[src/gp_defines.svh]
// Constants for the port direction and data register block.
// Assumes inclusion by bare name from every file that decodes the map.
`ifndef GP_DEFINES_SVH
`define GP_DEFINES_SVH

// Register indices; byte address is four times the index
`define GP_IDX_LAT0   16'hff00
`define GP_IDX_LAT2   16'hff02
`define GP_IDX_LAT3   16'hff03
`define GP_IDX_LAT4   16'hff04
`define GP_IDX_LAT12  16'hff0c
`define GP_IDX_LAT13  16'hff0d
`define GP_IDX_DIR0   16'hff20
`define GP_IDX_DIR2   16'hff22
`define GP_IDX_DIR3   16'hff23
`define GP_IDX_DIR4   16'hff24
`define GP_IDX_DIR12  16'hff2c
`define GP_IDX_AMS    16'hff84
`define GP_IDX_ISTS   16'hffa0
`define GP_IDX_IMSK   16'hffa1

// Address fields
`define GP_IDX_MSB    17
`define GP_IDX_LSB    2
`define GP_BITW_POS   18
`define GP_MASK_MSB   15
`define GP_MASK_LSB   8

// Reset values and fills
`define GP_DIR_FILL   1'b1
`define GP_LAT_FILL   1'b0
`define GP_AMS_RST    4'h0
`define GP_MSK_RST    3'h7
`define GP_ISTS_RST   3'h0
`define GP_BYTE_ALL   8'hff

// Field positions
`define GP_RSTPIN_POS 4
`define GP_EV_P30     0
`define GP_EV_P31     1
`define GP_EV_P43     2
`define GP_P43_POS    3
`define GP_NEV        3

`endif

[src/gp_pkg.sv]
// Types shared by the port register block.
// Assumes nothing beyond a SystemVerilog compiler.
package gp_pkg;

    // One bit per bidirectional pin, grouped by port
    typedef struct packed {
        logic [3:0] port12;
        logic [7:0] port4;
        logic [3:0] port3;
        logic [3:0] port2;
        logic [3:0] port0;
    } gp_pins_t;

    // Captured bus address phase
    typedef struct packed {
        logic        sel;
        logic        wr;
        logic        bitw;
        logic [15:0] idx;
    } gp_aph_t;

endpackage

[src/gp_sync.sv]
// Two-stage synchroniser for asynchronous pad inputs.
// Assumes one clock; first stage is read only by the second.
`timescale 1ns/1ps
`default_nettype none

module gp_sync #(
    parameter int W = 25
) (
    input  wire logic         clk,
    input  wire logic         rst_n,
    input  wire logic [W-1:0] d,
    output var  logic [W-1:0] q
);

    if (W < 1)
    begin : g_chk
        $error("gp_sync: width must be at least one");
    end

    for (genvar i = 0; i < W; i++)
    begin : g_bit
        logic s1_reg;
        always_ff @(posedge clk or negedge rst_n)
        begin
            if (!rst_n)
            begin
                s1_reg <= 1'b0;
                q[i]   <= 1'b0;
            end
            else
            begin
                s1_reg <= d[i];
                q[i]   <= s1_reg;
            end
        end
    end

endmodule // gp_sync

`default_nettype wire

[src/gp_port.sv]
// Port direction, output latch, analog select and pin-event interrupt block.
// Assumes an AHB-Lite master on hclk and asynchronous pads on pad_in.
`timescale 1ns/1ps
`default_nettype none
`include "gp_defines.svh"

module gp_port
    import gp_pkg::*;
#(
    parameter int ADDR_W = 32
) (
    input  wire logic              hclk,
    input  wire logic              hresetn,
    input  wire logic              hsel,
    input  wire logic [ADDR_W-1:0] haddr,
    input  wire logic [1:0]        htrans,
    input  wire logic              hwrite,
    input  wire logic [2:0]        hsize,
    input  wire logic [31:0]       hwdata,
    input  wire logic              hready,
    output var  logic              hreadyout,
    output var  logic              hresp,
    output var  logic [31:0]       hrdata,
    input  wire gp_pins_t          pad_in,
    input  wire logic              reset_shared_input_pin,
    output var  gp_pins_t          pad_out,
    output var  gp_pins_t          pad_oe,
    output var  logic              p130_out,
    output var  logic [3:0]        analog_mode_select,
    output var  logic              irq
);

    if (ADDR_W <= `GP_BITW_POS)
    begin : g_chk
        $error("gp_port: address too narrow for the register map");
    end

    // Pad inputs cross into hclk
    gp_pins_t             pin_s;
    logic                 rst_pin_s;

    // Reset-shared pad rides the same synchroniser as the port pins
    gp_sync #(
        .W ($bits(gp_pins_t) + 1)
    ) u_sync (
        .clk   (hclk),
        .rst_n (hresetn),
        .d     ({reset_shared_input_pin, pad_in}),
        .q     ({rst_pin_s, pin_s})
    );

    // State
    gp_aph_t              aph_reg;
    gp_pins_t             lat_reg;
    gp_pins_t             lat_next;
    gp_pins_t             dir_reg;
    gp_pins_t             dir_next;
    gp_pins_t             oe_next;
    logic                 lat13_reg;
    logic                 lat13_next;
    logic [3:0]           ams_reg;
    logic [3:0]           ams_next;
    logic [`GP_NEV-1:0]   ists_reg;
    logic [`GP_NEV-1:0]   ists_next;
    logic [`GP_NEV-1:0]   imsk_reg;
    logic [`GP_NEV-1:0]   imsk_next;
    logic [`GP_NEV-1:0]   ev;

    // Address phase decode
    wire                  acc   = hsel & htrans[1] & hready;
    wire [15:0]           a_idx = haddr[`GP_IDX_MSB:`GP_IDX_LSB];
    wire                  rd_acc = acc & ~hwrite;

    // Data phase write strobes
    wire                  wr    = aph_reg.sel & aph_reg.wr;
    wire [15:0]           w_idx = aph_reg.idx;
    wire [7:0]            wv    = hwdata[7:0];
    wire [7:0]            bm    = aph_reg.bitw ? hwdata[`GP_MASK_MSB:`GP_MASK_LSB]
                                               : `GP_BYTE_ALL;

    wire                  w_lat0  = wr & (w_idx == `GP_IDX_LAT0);
    wire                  w_lat2  = wr & (w_idx == `GP_IDX_LAT2);
    wire                  w_lat3  = wr & (w_idx == `GP_IDX_LAT3);
    wire                  w_lat4  = wr & (w_idx == `GP_IDX_LAT4);
    wire                  w_lat12 = wr & (w_idx == `GP_IDX_LAT12);
    wire                  w_lat13 = wr & (w_idx == `GP_IDX_LAT13);
    wire                  w_dir0  = wr & (w_idx == `GP_IDX_DIR0);
    wire                  w_dir2  = wr & (w_idx == `GP_IDX_DIR2);
    wire                  w_dir3  = wr & (w_idx == `GP_IDX_DIR3);
    wire                  w_dir4  = wr & (w_idx == `GP_IDX_DIR4);
    wire                  w_dir12 = wr & (w_idx == `GP_IDX_DIR12);
    wire                  w_ams   = wr & (w_idx == `GP_IDX_AMS);
    wire                  w_ists  = wr & (w_idx == `GP_IDX_ISTS);
    wire                  w_imsk  = wr & (w_idx == `GP_IDX_IMSK);

    // Bits under the mask take the new value, others keep the old one
    function automatic logic [7:0] mrg(input logic [7:0] old);
        mrg = (old & ~bm) | (wv & bm);
    endfunction

    wire [7:0]            m_dir0  = mrg({4'h0, dir_reg.port0});
    wire [7:0]            m_dir2  = mrg({4'h0, dir_reg.port2});
    wire [7:0]            m_dir3  = mrg({4'h0, dir_reg.port3});
    wire [7:0]            m_dir4  = mrg(dir_reg.port4);
    wire [7:0]            m_dir12 = mrg({4'h0, dir_reg.port12});
    // same merge for every data latch
    wire [7:0]            m_lat0  = mrg({4'h0, lat_reg.port0});
    wire [7:0]            m_lat2  = mrg({4'h0, lat_reg.port2});
    wire [7:0]            m_lat3  = mrg({4'h0, lat_reg.port3});
    wire [7:0]            m_lat4  = mrg(lat_reg.port4);
    wire [7:0]            m_lat12 = mrg({4'h0, lat_reg.port12});
    wire [7:0]            m_lat13 = mrg({7'h0, lat13_reg});
    wire [7:0]            m_ams   = mrg({4'h0, ams_reg});
    wire [7:0]            m_imsk  = mrg({5'h0, imsk_reg});
    wire [7:0]            clr_b   = wv & bm;

    // one independent bit per pin; upper bits are never stored
    assign dir_next.port0  = w_dir0  ? m_dir0[3:0]  : dir_reg.port0;
    assign dir_next.port2  = w_dir2  ? m_dir2[3:0]  : dir_reg.port2;
    assign dir_next.port3  = w_dir3  ? m_dir3[3:0]  : dir_reg.port3;
    assign dir_next.port4  = w_dir4  ? m_dir4       : dir_reg.port4;
    assign dir_next.port12 = w_dir12 ? m_dir12[3:0] : dir_reg.port12;

    // output latches; port 3 holds no latch for the reset pin
    assign lat_next.port0  = w_lat0  ? m_lat0[3:0]  : lat_reg.port0;
    assign lat_next.port2  = w_lat2  ? m_lat2[3:0]  : lat_reg.port2;
    assign lat_next.port3  = w_lat3  ? m_lat3[3:0]  : lat_reg.port3;
    assign lat_next.port4  = w_lat4  ? m_lat4       : lat_reg.port4;
    assign lat_next.port12 = w_lat12 ? m_lat12[3:0] : lat_reg.port12;
    assign lat13_next   = w_lat13 ? m_lat13[0]   : lat13_reg;

    // analog select, one per port 2 pin
    assign ams_next     = w_ams   ? m_ams[3:0]   : ams_reg;
    assign imsk_next    = w_imsk  ? m_imsk[`GP_NEV-1:0] : imsk_reg;

    // buffer on for direction zero; converter mode keeps it off
    assign oe_next      = ~dir_next;
    wire [3:0]            oe2_next = oe_next.port2 & ~ams_next;

    // latch change on an output-mode interrupt-shared pin
    assign ev[`GP_EV_P30] = oe_next.port3[0] & (lat_next.port3[0] ^ lat_reg.port3[0]);
    assign ev[`GP_EV_P31] = oe_next.port3[1] & (lat_next.port3[1] ^ lat_reg.port3[1]);
    assign ev[`GP_EV_P43] = oe_next.port4[`GP_P43_POS]
                          & (lat_next.port4[`GP_P43_POS] ^ lat_reg.port4[`GP_P43_POS]);

    // Set wins over a write-one clear in the same cycle
    wire [`GP_NEV-1:0]    ists_clr = w_ists ? clr_b[`GP_NEV-1:0] : `GP_ISTS_RST;
    assign ists_next    = (ists_reg & ~ists_clr) | ev;

    // pin level for inputs, latch for outputs
    wire gp_pins_t        rd_pins = (dir_next & pin_s) | (~dir_next & lat_next);
    // Converter-mode pins read low on the digital path
    wire [3:0]            rd_port2 = rd_pins.port2 & ~ams_next;
    // reset-shared bit reads its pad only
    wire [7:0]            rd_port3 = {3'h0, rst_pin_s, rd_pins.port3};
    wire [3:0]            dfill   = {4{`GP_DIR_FILL}};

    // register decode for reads; missing bits read zero, except the upper direction bits, which read one
    wire [7:0]            rd_byte =
        (a_idx == `GP_IDX_LAT0)  ? {4'h0, rd_pins.port0}    :
        (a_idx == `GP_IDX_LAT2)  ? {4'h0, rd_port2}         :
        (a_idx == `GP_IDX_LAT3)  ? rd_port3                 :
        (a_idx == `GP_IDX_LAT4)  ? rd_pins.port4            :
        (a_idx == `GP_IDX_LAT12) ? {4'h0, rd_pins.port12}   :
        (a_idx == `GP_IDX_LAT13) ? {7'h0, lat13_next}       :
        (a_idx == `GP_IDX_DIR0)  ? {dfill, dir_next.port0}  :
        (a_idx == `GP_IDX_DIR2)  ? {dfill, dir_next.port2}  :
        (a_idx == `GP_IDX_DIR3)  ? {dfill, dir_next.port3}  :
        (a_idx == `GP_IDX_DIR4)  ? dir_next.port4           :
        (a_idx == `GP_IDX_DIR12) ? {dfill, dir_next.port12} :
        (a_idx == `GP_IDX_AMS)   ? {4'h0, ams_next}         :
        (a_idx == `GP_IDX_ISTS)  ? {5'h0, ists_next}        :
        (a_idx == `GP_IDX_IMSK)  ? {5'h0, imsk_next}        :
                                   8'h00;

    // Bus slave: zero wait states, always OKAY
    always_ff @(posedge hclk or negedge hresetn)
    begin
        if (!hresetn)
        begin
            aph_reg   <= '0;
            hrdata    <= 32'h0;
            hreadyout <= 1'b1;
            hresp     <= 1'b0;
        end
        else
        begin
            aph_reg   <= '{sel: acc, wr: hwrite, bitw: haddr[`GP_BITW_POS], idx: a_idx};
            hrdata    <= rd_acc ? {24'h0, rd_byte} : 32'h0;
            hreadyout <= 1'b1;
            hresp     <= 1'b0;
        end
    end

    // reset state; writes land at the data-phase edge
    always_ff @(posedge hclk or negedge hresetn)
    begin
        if (!hresetn)
        begin
            dir_reg   <= {$bits(gp_pins_t){`GP_DIR_FILL}};
            lat_reg   <= {$bits(gp_pins_t){`GP_LAT_FILL}};
            lat13_reg <= `GP_LAT_FILL;
            ams_reg   <= `GP_AMS_RST;
            imsk_reg  <= `GP_MSK_RST;
        end
        else
        begin
            dir_reg   <= dir_next;
            lat_reg   <= lat_next;
            lat13_reg <= lat13_next;
            ams_reg   <= ams_next;
            imsk_reg  <= imsk_next;
        end
    end

    // Pin drivers register the same next values, so outputs come from flops
    always_ff @(posedge hclk or negedge hresetn)
    begin
        if (!hresetn)
        begin
            pad_out            <= {$bits(gp_pins_t){`GP_LAT_FILL}};
            pad_oe             <= {$bits(gp_pins_t){1'b0}};
            p130_out           <= `GP_LAT_FILL;
            analog_mode_select <= `GP_AMS_RST;
        end
        else
        begin
            pad_out            <= lat_next;
            pad_oe             <= '{port12: oe_next.port12, port4: oe_next.port4,
                                    port3: oe_next.port3, port2: oe2_next,
                                    port0: oe_next.port0};
            p130_out           <= lat13_next;
            analog_mode_select <= ams_next;
        end
    end

    // Sticky events and the gated interrupt line
    always_ff @(posedge hclk or negedge hresetn)
    begin
        if (!hresetn)
        begin
            ists_reg <= `GP_ISTS_RST;
            irq      <= 1'b0;
        end
        else
        begin
            ists_reg <= ists_next;
            irq      <= |(ists_next & ~imsk_next);
        end
    end

    wire wr_dir4 = w_dir4 & ~aph_reg.bitw;
    wire wr_lat4 = w_lat4 & ~aph_reg.bitw;
endmodule // gp_port

`default_nettype wire

[config.mk]
export PLATFORM = sky130hd
export DESIGN_NAME = gp_port
export DESIGN_NICKNAME = d
export VERILOG_FILES = /design/src/gp_pkg.sv /design/src/gp_sync.sv /design/src/gp_port.sv
export VERILOG_INCLUDE_DIRS = /design/src
export SDC_FILE = /design/constraint.sdc
export NUM_CORES = 1
export LEC_CHECK = 0
export ABC_AREA = 1
export BUFFER_PORTS_ARGS = -buffer_cell sky130_fd_sc_hd__buf_2
export CAP_MARGIN = 20
export CORE_MARGIN = 5
export CORE_UTILIZATION = 45
export CTS_BUF_LIST = sky130_fd_sc_hd__clkbuf_16
export DETAILED_ROUTE_END_ITERATION = 12
export HOLD_SLACK_MARGIN = 0.06
export PLACE_DENSITY = 0.82
export SLEW_MARGIN = 5
export SYNTH_ARGS = -nofsm -noshare
export SYNTH_HDL_FRONTEND = slang
export SYNTH_SLANG_ARGS = --single-unit
[constraint.sdc]
create_clock -name hclk -period 2.14 [get_ports hclk]
set_input_delay 0.642 -clock hclk [delete_from_list [all_inputs] [get_ports hclk]]
set_output_delay 0.642 -clock hclk [all_outputs]
set_load 0.03 [all_outputs]
== Word-level counts from Yosys, hierarchy flattened ==
Index checks and enable logic that the tools add are counted.
Storage, ports and cells
  register bits: 161
  bits in latches: 0
  memory bits (writable): 0
  bits in read-only memories: 0
  bits of input ports: 99
  word-level logic and storage cells: 199
  memories: 0
Operators by class
  add/subtract/negate cells: 0
  $mul: 0
  div/mod/pow operators: 0
  $lt $le $gt $ge: 0
  equal/unequal tests: 28
  shift operators: 0
  mux-type cells: 30
  bitwise logic cells: 65
  reductions and logical operators: 1
Operator list (count)
  $eq 16x16->1 const B: 28
  $mux 8: 15
  $and 24x24->24: 2
  $and 4x4->4: 11
  $mux 4: 10
  $or 4x4->4: 9
  $and 8x8->8: 3
  $not 24->24: 1
  $or 24x24->24: 1
  $and 1x1->1: 22
  $or 8x8->8: 2
  $mux 3: 4
  $and 3x3->3: 3
  $not 8->8: 1
  $not 3->3: 2
  $or 3x3->3: 2
  $not 4->4: 1
  $reduce_or 3->1: 1
  $xor 1x1->1: 3
  $mux 1: 1
  $not 1->1: 1
  $or 1x1->1: 1

== Longest topological paths before layout ==
  word-level depth: 22
  gate-level depth with buffers: 23

== By module ==
Synthesis repeated with hierarchy kept, for this count alone.
Unflattened totals
  cells, all modules: 797
  area total of the unflattened synthesis: 7041.8 µm²
Modules (own cells, without submodules)
  gp_port: times used 1, cells an instance 747, area an instance 5790.6 µm², sequential area each 2811.4 µm²
  gp_sync: times used 1, cells an instance 50, area an instance 1251.2 µm², sequential area each 1251.2 µm²

== Worst setup path before layout ==
OpenSTA, ideal clock, no wires.
  path type: input to register
  start: input port haddr[11]
  end: register hrdata[0]
  library setup time: 74 ps
  data arrival time: 2175 ps
  slack: -108 ps
  stages on the path: 20
  path buffers: 0
  cell sequence: nand2_1 -> nor2_1 -> nand2_1 -> nor2_2 -> nand2_2 -> nor2_1 -> inv_1 -> o21ai_0 -> clkinv_1 -> nand3_1 -> nand2_1 -> nand2_1 -> nand2_1 -> nand2_1 -> nand2_1 -> nand2_1 -> nand2_1 -> nand2_1 -> nand2_1 -> a21oi_2
Between the ends
  word-level cells in the longest chain between the ends: 16
  elaborated cells between the ends (all ways): 29
  classes of those cells: eq/ne (14); mux (15)
RTL lines
  start, declared: line gp_port.sv:15  | input wire logic [ADDR_W-1:0] haddr,
  $eq 16x16->1 (no source line)
  $mux 3: line gp_port.sv:173  | (a_idx == `GP_IDX_IMSK) ? {5'h0, imsk_next} :
  $mux 3: line gp_port.sv:172  | (a_idx == `GP_IDX_ISTS) ? {5'h0, ists_next} :
  $mux 4: line gp_port.sv:171  | (a_idx == `GP_IDX_AMS) ? {4'h0, ams_next} :
  $mux 8: line gp_port.sv:170  | (a_idx == `GP_IDX_DIR12) ? {dfill, dir_next.port12} :
  $mux 8: line gp_port.sv:169  | (a_idx == `GP_IDX_DIR4) ? dir_next.port4 :
  $mux 8: line gp_port.sv:168  | (a_idx == `GP_IDX_DIR3) ? {dfill, dir_next.port3} :
  $mux 8: line gp_port.sv:167  | (a_idx == `GP_IDX_DIR2) ? {dfill, dir_next.port2} :
  $mux 8: line gp_port.sv:166  | (a_idx == `GP_IDX_DIR0) ? {dfill, dir_next.port0} :
  $mux 8: line gp_port.sv:165  | (a_idx == `GP_IDX_LAT13) ? {7'h0, lat13_next} :
  $mux 8: line gp_port.sv:164  | (a_idx == `GP_IDX_LAT12) ? {4'h0, rd_pins.port12} :
  $mux 8: line gp_port.sv:163  | (a_idx == `GP_IDX_LAT4) ? rd_pins.port4 :
  $mux 8: line gp_port.sv:162  | (a_idx == `GP_IDX_LAT3) ? rd_port3 :
  $mux 8: line gp_port.sv:161  | (a_idx == `GP_IDX_LAT2) ? {4'h0, rd_port2} :
  $mux 8 *: line gp_port.sv:160  | (a_idx == `GP_IDX_LAT0) ? {4'h0, rd_pins.port0} :
  $mux 8 *: line gp_port.sv:189  | hrdata <= rd_acc ? {24'h0, rd_byte} : 32'h0;
  end signal, assigned: line gp_port.sv:189
  end, declared: line gp_port.sv:23  | output var logic [31:0] hrdata,
Mark *: on every way between the ends. The rest lies on a longest branch, timed or not.

==> flow_summary.ini <==
[outcome]
status = finished, violations left
violations = setup timing

[floorplanning]
die_w_um = 135.4
rows = 45
initial_core_util = 0.4618
dieArea_sq_um = 18320
coreArea_sq_um = 15310
pin_count = 187
die_y_um = 135.4

[detailed_routing]
drt_pre_antenna_iters = 5
dr.first_iter.drc_count = 440
totalWireLength_um = 21200
vias = 6354
viasPerCell = 4.850
detail_route.wl_per_cell_um = 16.18
drtAntennaViolNets = 0
route.detailed.drc = 0

[power]
peakVddDrop_uv = 586.6
p_switching_mw = 1.887
p_leak_nw = 5.205
p_sw_frac = 0.2690
clkPwrFrac = 0.427
p_int_mw = 5.127
pwr-share-seq = 0.462
pwr_density_cell_nw_per_um2 = 692.9
combPwrFrac = 0.111
fin_total_pwr_mw = 7.013

[critical_path]
critPathKind = reg -> reg
crit_required_ps = 2460
crit_family = simple AND/OR/NAND/NOR gates
worst-path-buf-inv = 3
max_stage_delay_ps = 430
cp-end-kind = flop
cp_common_cell = nand2_1
critPathLaunchType = flop
crit_fanout = 8
worstPathArrival_ps = 2720
slowest_stage = dfrtp_2
crit_chain = nor2_4 -> nand3_4 -> nor2_8 -> nand2_4 -> o21ai_4 -> inv_2 -> or2_1 -> inv_1 -> o21ai_1 -> clkinv_1 -> nand2_1 -> nand2_1 -> nand2_1 -> a21oi_2 -> nor2_1

[synthesis]
synth-adder-area-share = 0
syn-cell-area_sq_um = 7072
synth_top_area_cell = dfrtp_1
synth_compound_area_frac = 0.1221
synth_ff_type = dfrtp_1
synth_simple_gate_area_frac = 0.2049
synth_xor_area_frac = 0
netlist.area_leader.share = 0.4742
postSynth.asyncResetShare = 1.000
yosysWarnings = 0
ys_ff_latch = 161
synth_top_family_by_area = simple AND/OR/NAND/NOR gates
synth_cell_types = 45
yosysMostFrequentCell = nand2_1
avgSynthCellArea_sq_um = 9.066
ys_seq_area_frac = 0.5745
synthTopCellsByArea = dfrtp_1 (47%), dfstp_2 (10%), nand2_1 (9.2%), inv_1 (5.6%), nor2_1 (3.2%)
syn_inst = 780
netlist_top_cells_count = nand2_1 (174), dfrtp_1 (134), inv_1 (106)
muxShareOfSynthArea = 0
synth_edf_count = 0

[clock_tree]
cts_tree = yes
clk_pin_slew_ps = 70
insertion_delay_ps = 440
cts_buffers = 17
root_buffer = clkbuf_16
clkSinkCount = 161
clk_path_buf_depth = 2
cts_max_level = 4

[placed_design]
dp_hpwl_um = 16280
place_congestion = 0.9491
io_buffers = 125

[global_routing]
antenna_found_initial = 1
grt_pass1_wl_um = 33060
grt_util_all_layers = 0.2369
gr-total-overflow = 0
grt_max_degree = 49
grt_pass1_vias = 6352

[timing]
setup_ws_ps = -262.8
clock_skew_ps = 16.21
fin_crit_sh = 1.123
max_freq_ghz = 0.4162
relSlewSlack = 0.5761
finalSetupViolCount = 6
rsz0062_at_grt = true
hold_viol = 0
worstMarginPinSlew_ps = 629.2
maxSlewViolCount = 0
period_needed_ps = 2403
whs_ps = 142.7

[layout]
nets = 1185
drive_gt1_frac = 0.4240
synthToLayoutAreaGrowth_pct = 43.12
n_fill_cell = 1219
diodes = 0

[hold_path]
worstHoldPathType = in -> async

[run]
timing.max_cap.violations = 0
==> area by class of cell <==
type	count	area [sq um]	share of cell area
multi-input cells	486	2746	0.2714
inverters	129	488.0	0.04821
clock buffers	17	425.4	0.04203
flip-flops and latches	161	4064	0.4015
clock inverters	15	172.7	0.01706
repair buffers	291	1961	0.1937
well taps	211	264.0	0.02608
==> stage by stage <==
stage	setup TNS (ps)	utilization	worst slack [ps]	instance area [sq um]	instances
floorplan	-34.36	-	-34.36	7286	804
global placement	-2059	0.6029	-400.2	9234	1271
detailed placement	-2230	0.6029	-437.4	9234	1271
CTS	-645.3	0.6502	-169.2	9957	1305
global route	-2308	0.6609	-461.8	10120	1310
finish	-986.8	0.6609	-262.8	10120	1310
==> metal layers <==
metal / track usage / part of all wire
met1: 0.3160 / 0.41
met2: 0.3756 / 0.47
met3: 0.05386 / 0.081
met4: 0.09686 / 0.035
met5: 0 / 0.00033
==> what timing repair did <==
item,4_1_cts,5_1_grt
setup endpoints to repair,8,9
setup buffers,2,6
hold buffers,0,0
resized for setup,26,37
pin swaps,11,27
==> worst register-to-register path, cell delays in order, from the launching register on <==
cell and delay (ps):
dfrtp_2 430, nor2_4 190, nand3_4 140, nor2_8 270
nand2_4 140, o21ai_4 240, inv_2 60, or2_1 210
inv_1 80, o21ai_1 60, clkinv_1 50, nand2_1 50
nand2_1 50, nand2_1 60, a21oi_2 210, nor2_1 60
==> worst paths after layout <==
path | start | end | slack, ps | depth (start not counted)
worst max register to register | w_idx[6]$_DFF_PN0_ | hrdata[2]$_DFF_PN0_ | -260 | 15
max in group asynchronous | hresetn | dir_reg[18]$_DFF_PN1_ | 1310 | 2
worst min register to register | u_sync.g_bit[16].s1_reg$_DFF_PN0_ | u_sync.q[16]$_DFF_PN0_ | 340 | 0
worst max-delay path | w_idx[6]$_DFF_PN0_ | hrdata[2]$_DFF_PN0_ | -260 | 15
min in group hclk | pad_in[18] | u_sync.g_bit[18].s1_reg$_DFF_PN0_ | 300 | 1
worst min-delay path | hresetn | pad_oe[19]$_DFF_PN0_ | 140 | 1
==> power by group through the flow <==
stage | Combinational (mW) | Sequential (mW) | Clock (mW)
after global routing | 0.843 | 3.26 | 3.18
after detailed placement | 0.738 | 3.30 | 0
final | 0.775 | 3.24 | 3.00
after floorplan | 0.295 | 3.37 | 0
after CTS | 0.755 | 3.24 | 3.04
after global placement | 0.726 | 3.29 | 0
==> logic make-up after synthesis <==
| family | after synthesis |
|---|---|
| buffers and inverters | 157 |
| other | 2 |
| and+or+nand+nor | 321 |
| AOI/OAI and AO/OA | 139 |
| DFF | 161 |
==> layout by cell type (no fill, tap or decap), drive strengths merged, types with 2 or more instances in the layout <==
| master | netlist | routed |
|---|---|---|
| o21a | 2 | 2 |
| nand4 | 7 | 7 |
| a21oi | 21 | 21 |
| or2 | 6 | 6 |
| a21boi | 2 | 2 |
| buf | 27 | 291 |
| o21ai | 58 | 58 |
| nor3 | 11 | 11 |
| dfrtp | 134 | 134 |
| a31oi | 3 | 3 |
| clkinv | 5 | 12 |
| clkbuf | 1 | 17 |
| inv | 124 | 130 |
| a211oi | 3 | 3 |
| nand3 | 30 | 30 |
| nor4 | 4 | 4 |
| nor2 | 75 | 75 |
| o211ai | 11 | 11 |
| o22ai | 11 | 11 |
| dfstp | 27 | 27 |
| nand2 | 187 | 187 |
| conb | 2 | 26 |
| o21bai | 26 | 26 |
(Power assumes the default switching activity.)
